<file path="src/ppmrb_defs.svh">
// register offsets, field positions, reset values and timing counts
`ifndef PPMRB_DEFS_SVH
`define PPMRB_DEFS_SVH

// ----------------------------------------
// register byte offsets
// ----------------------------------------
`define PPMRB_A_CTRL1   8'h00
`define PPMRB_A_STAT1   8'h04
`define PPMRB_A_ID1     8'h08
`define PPMRB_A_ID2     8'h0c
`define PPMRB_A_CTRL2   8'h10
`define PPMRB_A_STAT2   8'h14
`define PPMRB_A_TXDIS   8'h18
`define PPMRB_A_EXTAB   8'h1c
`define PPMRB_A_HSCTL   8'h20
`define PPMRB_A_HSSTAT  8'h24
`define PPMRB_A_ERRC0   8'h28

// ----------------------------------------
// field positions
// ----------------------------------------
`define PPMRB_B_SRST    15
`define PPMRB_B_LPWR    11
`define PPMRB_F_SPEED   5:2
`define PPMRB_B_RLB     1
`define PPMRB_B_LLB     0
`define PPMRB_B_RXLINK  2
`define PPMRB_B_FAULT   7
`define PPMRB_F_PRES    15:14
`define PPMRB_B_TXF     11
`define PPMRB_B_RXF     10
`define PPMRB_F_TYPE    5:0
`define PPMRB_F_TXDIS   10:0
`define PPMRB_B_TONE    0
`define PPMRB_B_IGN     1
`define PPMRB_B_CLRD    2
`define PPMRB_F_LSTATE  2:0

// ----------------------------------------
// reset values and timing
// ----------------------------------------
`define PPMRB_PRESENT   2'h2
`define PPMRB_TYPE_RST  6'h00
`define PPMRB_SRST_NS   320
`define PPMRB_CLK_NS    20
`define PPMRB_SRST_CYC  ((`PPMRB_SRST_NS+`PPMRB_CLK_NS-1)/`PPMRB_CLK_NS)
`define PPMRB_RST_MAX_NS 500000000

`endif

</file>
<file path="src/ppmrb_pkg.sv">
// types shared by the management register block
package ppmrb_pkg;

  typedef struct packed {
    logic       lowPwr;
    logic [3:0] speed;
    logic       remLoop;
    logic       locLoop;
  } ppmrb_ctrl_s;

  typedef struct packed {
    logic toneEn;
    logic ignoreTones;
    logic clearDown;
  } ppmrb_hs_s;

  typedef enum logic [1:0] {
    SR_IDLE = 2'b00,
    SR_HOLD = 2'b01,
    SR_DONE = 2'b11
  } ppmrb_srst_e;

  typedef enum logic [2:0] {
    LS_DOWN  = 3'b000,
    LS_INIT  = 3'b001,
    LS_UP    = 3'b010,
    LS_TONES = 3'b100
  } ppmrb_link_e;

endpackage : ppmrb_pkg

</file>
<file path="src/ppmrb_sat_cnt.sv">
// saturating error counter with clear
`timescale 1ns/1ns
module ppmrb_sat_cnt #(
  parameter int W = 16
) (
  // clock and reset
  input  wire logic         sys_clk,
  input  wire logic         rstn,
  // count control
  input  wire logic         clr,
  input  wire logic         inc,
  output logic [W-1:0]      count
);

  // an event in the clearing cycle is kept, not lost
  always_ff @(posedge sys_clk or negedge rstn) begin
    if (!rstn) begin
      count <= '0;
    end else if (clr) begin
      count <= {{(W-1){1'b0}}, inc};
    end else if (inc && !(&count)) begin
      count <= count + 1'b1;
    end
  end

endmodule : ppmrb_sat_cnt

</file>
<file path="src/ppmrb_top.sv">
// management register bank of a medium attachment unit, APB slave
//
// Register access over APB and the register offsets were decided locally.
`timescale 1ns/1ns
`include "ppmrb_defs.svh"

// Function
// - every address in the unit's space answers, unmapped ones too.
// - reserved and unsupported bits read zero; writing them changes nothing.
// - writes to undefined and read-only registers have no effect.
// - latching-low bit stays low until read, then shows live state.
// - latching-high bit stays high until read, then shows live state.
// - reset bit restores all registers to defaults, reads one meanwhile.
// - management interface works again within half a second of reset.
// - during reset, reset bit and device-present field still readable.
// - low power keeps management alive; invalid speed writes are ignored.
// - local loopback on control bit 0 if supported, else reads zero.
// - remote loopback on control bit 1 if supported, else reads zero.
// - receive link latches low; handshake types show down while initializing.
// - read-only identifier of 22 identifier bits, model and revision.
// - type select in bits 5:0; unadvertised types are ignored.
// - transmit and receive faults latch high, read zero if undetectable.
// - lane disables turn lanes off; global bit disables everything.
// - single-lane uses bit 0 only; no-disable device ignores register.
// - error counters zero for absent lanes, clear on read, saturate.
// - tone enable resets by subtype on reset or link down.
// - ignore-tones bit blocks answering handshake tones, clears on reset.
// - cleardown write issues command then clears; only in ready-down.
// - link state reads 001 init, 000 down quiet, 100 down tones.
module ppmrb_top #(
  parameter bit         HAS_LLB    = 1'b1,
  parameter bit         HAS_RLB    = 1'b1,
  parameter bit         HAS_FAULT  = 1'b1,
  parameter int         TXDIS_MODE = 2,
  parameter bit         HANDSHAKE  = 1'b1,
  parameter bit         REMOTE_SUB = 1'b0,
  parameter int         LANES      = 4,
  parameter int         NSLOT      = 4,
  parameter int         CNT_W      = 16,
  parameter logic [15:0] SPEED_OK  = 16'h0001,
  parameter logic [63:0] TYPE_ABIL = 64'h0000_0000_0000_00ff,
  parameter logic [15:0] EXT_ABIL  = 16'h0000,
  // identifier values are arbitrary
  parameter logic [21:0] ORG_ID    = 22'h2a_5a5a,
  parameter logic [5:0]  MODEL_NUM = 6'h01,
  parameter logic [3:0]  REV_NUM   = 4'h1,
  parameter int          SRST_CYC  = `PPMRB_SRST_CYC
) (
  // clock and reset
  input  wire logic              sys_clk,
  input  wire logic              rstn,
  // apb slave
  input  wire logic              psel,
  input  wire logic              penable,
  input  wire logic              pwrite,
  input  wire logic [7:0]        paddr,
  input  wire logic [31:0]       pwdata,
  output logic      [31:0]       prdata,
  output logic                   pready,
  output logic                   pslverr,
  // line status
  input  wire logic              linkUp,
  input  wire logic              linkInit,
  input  wire logic              tonesDet,
  input  wire logic              txFaultIn,
  input  wire logic              rxFaultIn,
  input  wire logic [NSLOT-1:0]  errPulse,
  // unit controls
  output logic                   localLoop,
  output logic                   remoteLoop,
  output logic                   lowPower,
  output logic      [3:0]        speedSel,
  output logic      [5:0]        typeSel,
  output logic      [9:0]        laneTxOff,
  output logic                   txGlobalOff,
  output logic                   toneSendEn,
  output logic                   ignoreTones,
  output logic                   cleardownCmd
);

  // ----------------------------------------
  // decode
  // ----------------------------------------
  function automatic logic hit(input logic [7:0] a, input logic [7:0] off);
    hit = (a[7:2] == off[7:2]);
  endfunction : hit

  ppmrb_pkg::ppmrb_srst_e srst_q;
  ppmrb_pkg::ppmrb_ctrl_s ctrl_q;
  ppmrb_pkg::ppmrb_hs_s   hs_q;
  ppmrb_pkg::ppmrb_link_e linkSt;
  logic [15:0]            srCnt_q;
  logic [10:0]            txDis_q;
  logic                   rxLink_q;
  logic                   retLink_q;
  logic [1:0]             flt_q;
  logic [1:0]             retFlt_q;
  logic [1:0]             fltLive;
  logic                   linkUpPrev_q;
  logic [31:0]            rdMux;
  logic [CNT_W-1:0]       errCnt [NSLOT];
  logic                   setup;
  logic                   done;
  logic                   wrDone;
  logic                   rdSetup;
  logic                   swRst;
  logic                   liveLink;
  logic                   readyDown;
  logic                   linkDownEv;

  assign setup      = psel && !penable;
  assign done       = psel && penable && pready;
  assign wrDone     = done && pwrite && !swRst;
  assign rdSetup    = setup && !pwrite;
  assign swRst      = (srst_q != ppmrb_pkg::SR_IDLE);
  assign liveLink   = linkUp && !(HANDSHAKE && linkInit);
  assign readyDown  = HANDSHAKE && !linkUp && !linkInit;
  assign linkDownEv = linkUpPrev_q && !linkUp;
  assign fltLive    = {txFaultIn, rxFaultIn} & {2{HAS_FAULT}};

  // ----------------------------------------
  // apb handshake
  // ----------------------------------------
  // fixed zero-wait answer keeps every address, mapped or not, alive
  always_ff @(posedge sys_clk or negedge rstn) begin
    if (!rstn) begin
      pready  <= 1'b0;
      pslverr <= 1'b0;
      prdata  <= 32'h0;
    end else begin
      pready  <= setup;
      pslverr <= 1'b0;
      if (rdSetup) begin
        prdata <= rdMux;
      end
    end
  end

  // ----------------------------------------
  // soft reset sequence
  // ----------------------------------------
  // hold time far below the half-second bound
  always_ff @(posedge sys_clk or negedge rstn) begin
    if (!rstn) begin
      srst_q  <= ppmrb_pkg::SR_IDLE;
      srCnt_q <= 16'h0;
    end else begin
      case (srst_q)
        ppmrb_pkg::SR_IDLE: begin
          if (wrDone && hit(paddr, `PPMRB_A_CTRL1) &&
              pwdata[`PPMRB_B_SRST]) begin
            srst_q  <= ppmrb_pkg::SR_HOLD;
            srCnt_q <= 16'(SRST_CYC - 1);
          end
        end
        ppmrb_pkg::SR_HOLD: begin
          if (srCnt_q == 16'h0) begin
            srst_q <= ppmrb_pkg::SR_DONE;
          end else begin
            srCnt_q <= srCnt_q - 16'h1;
          end
        end
        ppmrb_pkg::SR_DONE: begin
          srst_q <= ppmrb_pkg::SR_IDLE;
        end
        default: begin
          srst_q <= ppmrb_pkg::SR_IDLE;
        end
      endcase
    end
  end

  // ----------------------------------------
  // control registers
  // ----------------------------------------
  always_ff @(posedge sys_clk or negedge rstn) begin
    if (!rstn) begin
      ctrl_q <= '0;
    end else if (swRst) begin
      ctrl_q <= '0;
    end else if (wrDone && hit(paddr, `PPMRB_A_CTRL1)) begin
      ctrl_q.lowPwr  <= pwdata[`PPMRB_B_LPWR];
      if (SPEED_OK[pwdata[`PPMRB_F_SPEED]]) begin
        ctrl_q.speed <= pwdata[`PPMRB_F_SPEED];
      end
      ctrl_q.remLoop <= HAS_RLB && pwdata[`PPMRB_B_RLB];
      ctrl_q.locLoop <= HAS_LLB && pwdata[`PPMRB_B_LLB];
    end
  end

  assign localLoop  = ctrl_q.locLoop;
  assign remoteLoop = ctrl_q.remLoop;
  assign lowPower   = ctrl_q.lowPwr;
  assign speedSel   = ctrl_q.speed;

  always_ff @(posedge sys_clk or negedge rstn) begin
    if (!rstn) begin
      typeSel <= `PPMRB_TYPE_RST;
    end else if (swRst) begin
      typeSel <= `PPMRB_TYPE_RST;
    end else if (wrDone && hit(paddr, `PPMRB_A_CTRL2) &&
                 TYPE_ABIL[pwdata[`PPMRB_F_TYPE]]) begin
      typeSel <= pwdata[`PPMRB_F_TYPE];
    end
  end

  // ----------------------------------------
  // transmit disable
  // ----------------------------------------
  always_ff @(posedge sys_clk or negedge rstn) begin
    if (!rstn) begin
      txDis_q <= 11'h0;
    end else if (swRst) begin
      txDis_q <= 11'h0;
    end else if (wrDone && hit(paddr, `PPMRB_A_TXDIS)) begin
      if (TXDIS_MODE == 1) begin
        txDis_q <= {10'h0, pwdata[0]};
      end else if (TXDIS_MODE == 2) begin
        txDis_q <= pwdata[`PPMRB_F_TXDIS];
      end
    end
  end

  // global bit overrides, so a lane runs only when both are clear
  always_ff @(posedge sys_clk or negedge rstn) begin
    if (!rstn) begin
      laneTxOff   <= 10'h0;
      txGlobalOff <= 1'b0;
    end else begin
      laneTxOff   <= txDis_q[10:1] | {10{txDis_q[0]}};
      txGlobalOff <= txDis_q[0];
    end
  end

  // ----------------------------------------
  // latching status
  // ----------------------------------------
  // snapshot taken with the read data, release only if unchanged since
  always_ff @(posedge sys_clk or negedge rstn) begin
    if (!rstn) begin
      retLink_q <= 1'b0;
      retFlt_q  <= 2'h0;
    end else if (rdSetup) begin
      retLink_q <= rxLink_q;
      retFlt_q  <= flt_q;
    end
  end

  always_ff @(posedge sys_clk or negedge rstn) begin
    if (!rstn) begin
      rxLink_q <= 1'b0;
    end else if (swRst) begin
      rxLink_q <= liveLink;
    end else if (done && !pwrite && hit(paddr, `PPMRB_A_STAT1) &&
                 (rxLink_q == retLink_q)) begin
      rxLink_q <= liveLink;
    end else begin
      rxLink_q <= rxLink_q && liveLink;
    end
  end

  for (genvar i = 0; i < 2; i++) begin : g_flt
    always_ff @(posedge sys_clk or negedge rstn) begin
      if (!rstn) begin
        flt_q[i] <= 1'b0;
      end else if (swRst) begin
        flt_q[i] <= fltLive[i];
      end else if (done && !pwrite && hit(paddr, `PPMRB_A_STAT2) &&
                   (flt_q[i] == retFlt_q[i])) begin
        flt_q[i] <= fltLive[i];
      end else begin
        flt_q[i] <= flt_q[i] || fltLive[i];
      end
    end
  end

  // ----------------------------------------
  // handshake control
  // ----------------------------------------
  always_ff @(posedge sys_clk or negedge rstn) begin
    if (!rstn) begin
      linkUpPrev_q <= 1'b0;
    end else begin
      linkUpPrev_q <= linkUp;
    end
  end

  always_ff @(posedge sys_clk or negedge rstn) begin
    if (!rstn) begin
      hs_q <= '{toneEn: HANDSHAKE && REMOTE_SUB, default: 1'b0};
    end else if (swRst) begin
      hs_q <= '{toneEn: HANDSHAKE && REMOTE_SUB, default: 1'b0};
    end else begin
      if (HANDSHAKE && linkDownEv) begin
        hs_q.toneEn <= REMOTE_SUB;
      end else if (HANDSHAKE && wrDone && hit(paddr, `PPMRB_A_HSCTL)) begin
        hs_q.toneEn <= pwdata[`PPMRB_B_TONE];
      end
      if (HANDSHAKE && wrDone && hit(paddr, `PPMRB_A_HSCTL)) begin
        hs_q.ignoreTones <= pwdata[`PPMRB_B_IGN];
      end
      if (hs_q.clearDown) begin
        hs_q.clearDown <= 1'b0;
      end else if (wrDone && hit(paddr, `PPMRB_A_HSCTL) &&
                   pwdata[`PPMRB_B_CLRD] && readyDown) begin
        hs_q.clearDown <= 1'b1;
      end
    end
  end

  assign toneSendEn  = hs_q.toneEn;
  assign ignoreTones = hs_q.ignoreTones;

  always_ff @(posedge sys_clk or negedge rstn) begin
    if (!rstn) begin
      cleardownCmd <= 1'b0;
    end else begin
      cleardownCmd <= hs_q.clearDown && !swRst;
    end
  end

  always_comb begin
    if (linkInit) begin
      linkSt = ppmrb_pkg::LS_INIT;
    end else if (linkUp) begin
      linkSt = ppmrb_pkg::LS_UP;
    end else if (tonesDet) begin
      linkSt = ppmrb_pkg::LS_TONES;
    end else begin
      linkSt = ppmrb_pkg::LS_DOWN;
    end
  end

  // ----------------------------------------
  // pattern error counters
  // ----------------------------------------
  for (genvar i = 0; i < NSLOT; i++) begin : g_cnt
    ppmrb_sat_cnt #(.W(CNT_W)) u_cnt (
      .sys_clk (sys_clk),
      .rstn    (rstn),
      .clr     (swRst || (rdSetup &&
                hit(paddr, 8'(`PPMRB_A_ERRC0 + 4 * i)))),
      .inc     (errPulse[i] && (i < LANES)),
      .count   (errCnt[i])
    );
  end

  // ----------------------------------------
  // read mux
  // ----------------------------------------
  // unmapped and reserved bits fall through to zero
  always_comb begin
    rdMux = 32'h0;
    if (swRst) begin
      if (hit(paddr, `PPMRB_A_CTRL1)) begin
        rdMux[`PPMRB_B_SRST] = 1'b1;
      end
      if (hit(paddr, `PPMRB_A_STAT2)) begin
        rdMux[`PPMRB_F_PRES] = `PPMRB_PRESENT;
      end
    end else if (hit(paddr, `PPMRB_A_CTRL1)) begin
      rdMux[`PPMRB_B_LPWR]  = ctrl_q.lowPwr;
      rdMux[`PPMRB_F_SPEED] = ctrl_q.speed;
      rdMux[`PPMRB_B_RLB]   = ctrl_q.remLoop;
      rdMux[`PPMRB_B_LLB]   = ctrl_q.locLoop;
    end else if (hit(paddr, `PPMRB_A_STAT1)) begin
      rdMux[`PPMRB_B_RXLINK] = rxLink_q;
      rdMux[`PPMRB_B_FAULT]  = |flt_q;
    end else if (hit(paddr, `PPMRB_A_ID1)) begin
      rdMux[15:0] = ORG_ID[21:6];
    end else if (hit(paddr, `PPMRB_A_ID2)) begin
      rdMux[15:0] = {ORG_ID[5:0], MODEL_NUM, REV_NUM};
    end else if (hit(paddr, `PPMRB_A_CTRL2)) begin
      rdMux[`PPMRB_F_TYPE] = typeSel;
    end else if (hit(paddr, `PPMRB_A_STAT2)) begin
      rdMux[`PPMRB_F_PRES] = `PPMRB_PRESENT;
      rdMux[`PPMRB_B_TXF]  = flt_q[1];
      rdMux[`PPMRB_B_RXF]  = flt_q[0];
    end else if (hit(paddr, `PPMRB_A_TXDIS)) begin
      rdMux[`PPMRB_F_TXDIS] = txDis_q;
    end else if (hit(paddr, `PPMRB_A_EXTAB)) begin
      rdMux[15:0] = EXT_ABIL;
    end else if (hit(paddr, `PPMRB_A_HSCTL)) begin
      rdMux[`PPMRB_B_TONE] = hs_q.toneEn;
      rdMux[`PPMRB_B_IGN]  = hs_q.ignoreTones;
      rdMux[`PPMRB_B_CLRD] = hs_q.clearDown;
    end else if (hit(paddr, `PPMRB_A_HSSTAT) && HANDSHAKE) begin
      rdMux[`PPMRB_F_LSTATE] = linkSt;
    end else begin
      for (int k = 0; k < NSLOT; k++) begin
        if (hit(paddr, 8'(`PPMRB_A_ERRC0 + 4 * k)) && (k < LANES)) begin
          rdMux[CNT_W-1:0] = errCnt[k];
        end
      end
    end
  end
endmodule : ppmrb_top

</file>
<file path="config.mk">
export PLATFORM = sky130hd
export DESIGN_NAME = ppmrb_top
export DESIGN_NICKNAME = d
export VERILOG_FILES = /design/src/ppmrb_pkg.sv /design/src/ppmrb_sat_cnt.sv /design/src/ppmrb_top.sv
export VERILOG_INCLUDE_DIRS = /design/src
export SDC_FILE = /design/constraint.sdc
export NUM_CORES = 1
export LEC_CHECK = 0
export ABC_AREA = 1
export ABC_CLOCK_PERIOD_IN_PS = 2600
export BUFFER_PORTS_ARGS = -buffer_cell sky130_fd_sc_hd__buf_2
export CORE_UTILIZATION = 50
export DETAILED_ROUTE_END_ITERATION = 7
export GPL_TIMING_DRIVEN = 0
export PLACE_DENSITY = 0.69
export SLEW_MARGIN = 25
export SYNTH_ARGS = -nofsm -noshare
export SYNTH_HDL_FRONTEND = slang
export SYNTH_SLANG_ARGS = --single-unit
</file>
<file path="constraint.sdc">
create_clock -name sys_clk -period 2.6 [get_ports sys_clk]
set_clock_uncertainty 0.05 [all_clocks]
set_input_delay 0.39 -clock sys_clk [delete_from_list [all_inputs] [get_ports sys_clk]]
set_output_delay 0.39 -clock sys_clk [all_outputs]
set_load 0.01 [all_outputs]
</file>
After elaboration in Yosys (flattened, before gate mapping)
Memories as Yosys holds them, arrays and structs flattened.
Cells that the tools add are included.

operators by class
  multiplexer cells = 98
  equal/unequal tests = 20
  $lt $le $gt $ge = 2
  add/sub/neg operators = 5
  reductions and logical operators = 71
  bitwise operators = 1

operator list
  cell                                                 number
  two-way mux 16 bit                                   25
  two-way mux 11 bit                                   10
  two-way mux 10 bit                                   8
  adder 16 x 1 -> 16 bit (second input constant)       4
  AND reduction 16 bit                                 4
  two-way mux 5 bit                                    9
  == test 6 x 4 -> 1 bit (second input constant)       6
  logical AND 1 bit                                    33
  case mux 16 bit (2 select lines)                     1
  two-way mux 13 bit                                   2
  == test 6 x 3 -> 1 bit (second input constant)       4
  two-way mux 6 bit                                    4
  nonzero test 2 bit                                   11
  two-way mux 3 bit                                    6
  two-way mux 1 bit                                    17
  logical NOT 16 bit                                   1
  two-way mux 2 bit                                    8
  subtractor 16 x 1 -> 16 bit (second input constant)  1
  two-way mux 14 bit                                   1
  two-way mux 7 bit                                    2
  == test 6 x 2 -> 1 bit (second input constant)       2
  two-way mux 4 bit                                    3
  bitwise OR 10 bit                                    1
  logical NOT 1 bit                                    9
  other kinds (15)                                     25

storage, ports and cells
  bits in registers = 145
  input port bits = 54
  memories kept = 2
  bits in read-only memories = 80
  output and inout port bits = 61

memories
  name              words  width  read ports  clocked after Yosys merged registers in  wr ports  RTL line          source
  (name not given)  64     1      1           0                                        0         ppmrb_top.sv:202  TYPE_ABIL[pwdata[`PPMRB_F_TYPE]]) begin
  (name not given)  16     1      1           0                                        0         ppmrb_top.sv:183  if (SPEED_OK[pwdata[`PPMRB_F_SPEED]]) begin

Longest topological paths before layout
  word-level depth = 37
  depth in mapped cells = 14
  gate-level depth less buffers = 13

Modules after synthesis
A second synthesis with hierarchy kept.

unflattened totals
  cells, all modules = 1193
  area, all modules = 8628.3 um2

modules (own cells, without submodules)
  module                               times used  cells each  area each (um2)  seq. area each (um2)
  ppmrb_top                            1           597         4504.3           2026.9
  ppmrb_sat_cnt at g_cnt[0].u_cnt ...  3           149         1033.5           400.4
  ppmrb_sat_cnt at g_cnt[2].u_cnt      1           149         1023.5           400.4

Least setup slack after synthesis
OpenSTA, ideal clock, no wires.

  kind = register -> register
  from = register g_cnt[3].u_cnt.count[0]
  to = register g_cnt[3].u_cnt.count[15]
  path buffers = 2
  arrival time = 1.712 ns
  data required time = 2.424 ns
  clock period less this slack = 1.889 ns
  path slack = 0.711 ns
  setup time = 0.126 ns
  stages on the path, launching flop included = 14
  path through = dfrtp_1 -> ha_1 -> nand2_1 -> nor2_4 -> nand2_2 -> nor2_2 -> nand3_1 -> and2_4 -> buf_6 -> nor2_8 -> inv_2 -> buf_6 -> a21oi_1 -> nor3_1

between the ends
  word-level cells in the longest chain between the ends = 4
  elaborated cells between the ends (all ways) = 7
  those cells by class = add/sub (1); mux (2); reduce/logical (4)

RTL lines
  element                                                                         RTL line             source
  start, declared                                                                 ppmrb_sat_cnt.sv:12  output logic [W-1:0] count
  start signal, assigned                                                          ppmrb_sat_cnt.sv:20  count <= {{(W-1){1'b0}}, inc};
  start signal, assigned                                                          ppmrb_sat_cnt.sv:22  count <= count + 1'b1;
  parallel branches: the longest is 4 deep, another holds adder 16 x 1 -> 16 bit  -

Several ways; the timed one is not identified. The select of a mux whose other input is x is not followed.
A chain may end at the register's enable or synchronous reset.

Worst setup path in the final report
  from = register g_cnt[2].u_cnt.count[0]
  to = register g_cnt[2].u_cnt.count[9]

between the ends
  word-level cells in the longest chain between the ends = 4
  elaborated cells between the ends (all ways) = 7
  those cells by class = add/sub (1); mux (2); reduce/logical (4)

RTL lines
  element                                                                         RTL line
  start, declared                                                                 ppmrb_sat_cnt.sv:12
  start signal, assigned                                                          ppmrb_sat_cnt.sv:20
  start signal, assigned                                                          ppmrb_sat_cnt.sv:22
  parallel branches: the longest is 4 deep, another holds adder 16 x 1 -> 16 bit  -

Several ways; the timed one is not identified. The select of a mux whose other input is x is not followed.

==> impl_results.md <==
- Starting DRT DRC Count: 718
- Tot GR Track Use: 0.2803
- Worst Path Buf+Inv: 1
- Leak: 4.365 nW
- Most common cell after layout, fill and taps aside: nand2_1
- Root buffer cell: clkbuf_16
- Minimum clock period after layout: 2.357 ns
- Via count: 7663
- Share of cells above drive strength 1: 0.1525
- Post-synthesis sequential element count: 145
- Wirelength per Cell: 15.76 um
- Layout Cells excl Fill: 1416
- Clock latency on the worst-skew pair: 0.44 ns
- Cells after DPL: 1383
- Run status: completed
- Vias in the first global route: 7063
- Commonest non-fill, non-tap cells in the layout: 244 x nand2_1, 145 x dfrtp_1, 129 x inv_1, 106 x nor2_1, 79 x buf_2
- Stages on worst setup path: 11
- Starting Density: 0.5138
- Synth Area in Compound Gates: 0.1315
- Maximum VDD drop: 0.0005280 V
- Critical-path top delay cell: clkbuf_1
- YS warnings: 0
- Num CTS Buffers: 17
- Netlist cell types: 49
- CTS sink cnt: 145
- Net Sw Power: 1.346 mW
- # Post-CTS Setup Buffers: 0
- CTS tree: yes
- Hold wc startpoint: linkUp
- RR Endpoint: g_cnt[2].u_cnt.count[9]
- Chip height: 129.8 um
- Antenna viol nets, final: 0
- Unrepaired setup endpoints after global routing: no
- Final Cycle Share: 0.9067
- Reg2reg start: g_cnt[2].u_cnt.count[0]
- I/O pins: 115
- Core area: 15890 um2
- Post-Route WL: 22310 um
- Pin count of the biggest net entering global routing: 76
- Hpwl dp: 16490 um
- Die X-Extent: 129.8 um
- Pint: 3.637 mW
- First-pass GRT wire length: 36020 um
- Post-synthesis mux area share: 0
- Finish-stage setup viols: 0
- Area of the multi-input gates: 3804 um2
- Core Util, Final: 0.5985
- CP arrival: 2.68 ns
- Slew @ Worst Pin: 0.6693 ns
- Main combinational cell family by area after synthesis: simple AND/OR/NAND/NOR gates
- Xor/xnor cell area share of the yosys netlist: 0.01610
- CP Data Required Time: 2.92 ns
- Ys flop type: dfrtp_1
- Post-synthesis adder-cell area fraction: 0.007665
- Worst hold path depth: 1
- Fin area: 9507 um2
- CP startpoint kind: flip-flop
- Combinational power share: 0.046
- Layout area overhead: 16.48%
- FF/Latch Area: 3628 um2
- CP delay by family, top: compound AO/OA/AOI/OAI gates
- CTS clk-pin slew, worst paths: 0.07 ns
- Max incr delay on CP: 0.44 ns
- CTS resizes: 0
- Site Rows: 46
- Kind of critical path: reg2reg
- Post-Syn Instances: 1074
- RePlAce Congestion: 0.9057
- Seq pwr share: 0.459
- DR DRC count: 0
- Critical path endpoint category: flip-flop
- Synth Area in Simple Gates: 0.3029
- Post-synth EDFFs: 0
- Longest Clk Path Bufs: 2
- R2r setup slk: 0.24 ns
- Final Hold Fails: 0
- Slew Limit Fails: 0
- CP max FO: 10
- Mean Syn Cell Area: 7.599 um2
- 1st-pass router iterations: 5
- Port Buffers: 76
- Clock group share of total power: 0.495
- Netlist area before placement: 8162 um2
- GRT overflow: 0
- Share of flip-flops with an asynchronous set or reset: 1.000
- Placed Area: 8910 um2
- ANT cells: 0
- Normalized max-slew margin: 0.5522
- Register area share after synthesis: 0.4446
- Power Density: 524.2 nW/um2
- Fin nets: 1246
- Die outline area: 16840 um2
- Initial antenna violation count: 0
- Hold EP: linkUpPrev_q
- FILL cells: 1524
- Vias per inst: 5.412
- R2R depth: 11
- Max Freq: 424.2 MHz
- Fraction of power spent switching nets: 0.2701
- HP Class: in2reg
- Worst-path cell chain: ha_1 -> nand2_1 -> nor2_1 -> nand2_1 -> nor2_1 -> nand3_1 -> nor2_2 -> a21oi_2 -> clkbuf_1 -> o2111ai_1 -> o21ai_1
- H-Tree Depth: 4
- Max-Cap Viols: 0
metal layers:
layer | wire length, um | global-route usage
met4 | 533 | 0.1088
met5 | 0 | 0
met2 | 10370 | 0.4338
met3 | 1182 | 0.05084
met1 | 10220 | 0.3915
synth_stat cells (2+ instances only):
cell type,count,share of area
nand2_1,244,0.11
dfrtp_1,145,0.44
inv_1,129,0.059
nor2_1,106,0.049
nand3_1,72,0.044
o21ai_0,65,0.040
nor3_1,42,0.026
a21oi_1,41,0.025
nand4_1,37,0.028
buf_4,18,0.017
o21ai_1,16,0.0098
o22ai_1,16,0.012
clkbuf_1,14,0.0064
xor2_1,13,0.014
o31ai_1,11,0.010
inv_2,10,0.0046
nand2_2,8,0.0061
nor4_1,7,0.0054
nor2_2,6,0.0046
nor2_4,6,0.0083
o2111ai_1,6,0.0064
buf_6,5,0.0069
ha_1,5,0.0077
o211ai_1,5,0.0046
a21oi_2,4,0.0043
a31oi_1,4,0.0031
buf_2,4,0.0025
a21boi_0,3,0.0028
nor3b_1,3,0.0028
o21a_1,3,0.0028
or2_2,3,0.0023
a31o_2,2,0.0021
and3_1,2,0.0015
nor2_8,2,0.0049
o21bai_1,2,0.0018
xnor2_1,2,0.0021
state kept, by name, indices dropped and copies added, names as in the netlist, 2 cells and up:
register	flops
flt_q	2
g_cnt.u_cnt.count	64
laneTxOff	10
prdata	16
retFlt_q	2
speedSel	4
srCnt_q	16
srst_q	2
txDis_q	11
typeSel	6
through the flow:
step | setup slack (ns) | power, mW | setup TNS [ns] | hold WS (ns)
floorplan | 0.7114 | 2.437 | 0 | 0.04441
global placement | -1.110 | 2.547 | -159.01 | 0.3723
detailed placement | 0.2459 | 2.557 | 0 | 0.3502
CTS | 0.2851 | 5.006 | 0 | 0.03565
global route | 0.001546 | 5.142 | 0 | 0.03398
finish | 0.2426 | 4.984 | 0 | 0.04243
cells by family (layout without fill, tap and decap cells):
kind of cell,count (synthesis),count (layout)
flops,145,145
buf+inv,181,291
simple gates,543,543
other cells,1,17
xor+xnor,15,15
compound gates,184,184
fa+ha+maj,5,5
area by class of cell:
type                            instances  area share
Multi-Input combinational cell        764      0.4001
Tap cell                              216     0.02843
Buffer                                 41     0.02777
Sequential cell                       145      0.3817
Clock buffer                           17     0.04475
Clock inverter                         15     0.01698
Inverter                              140     0.05528
Timing Repair Buffer                   78     0.04501
power groups by stage:
stage	Combinational [mW]	Sequential [mW]	Clock (mW)
after detailed placement	0.228	2.33	0
final	0.228	2.29	2.47
after global routing	0.257	2.29	2.60
after floorplan	0.110	2.33	0
after CTS	0.230	2.29	2.49
after global placement	0.218	2.33	0
worst max path at each step:
| stage | startpoint | end | slack (ns) |
|---|---|---|---|
| after floorplan | g_cnt[3].u_cnt.count[0] | g_cnt[3].u_cnt.count[15] | 0.71 |
| after global placement | rstn | laneTxOff[4] | -1.11 |
| after detailed placement | paddr[7] | prdata[3] | 0.25 |
| after CTS | g_cnt[0].u_cnt.count[1] | g_cnt[0].u_cnt.count[0] | 0.29 |
| after global routing | g_cnt[0].u_cnt.count[1] | g_cnt[0].u_cnt.count[0] | 0.002 |
| final | g_cnt[2].u_cnt.count[0] | g_cnt[2].u_cnt.count[9] | 0.24 |
repair_timing:
item | 4_1_cts | 5_1_grt
hold buffers | 1 | 0
endpoints found under the hold margin | 74 | 0
setup endpoints to repair | 0 | 0
Note: power is estimated with default switching activity, not from simulation.
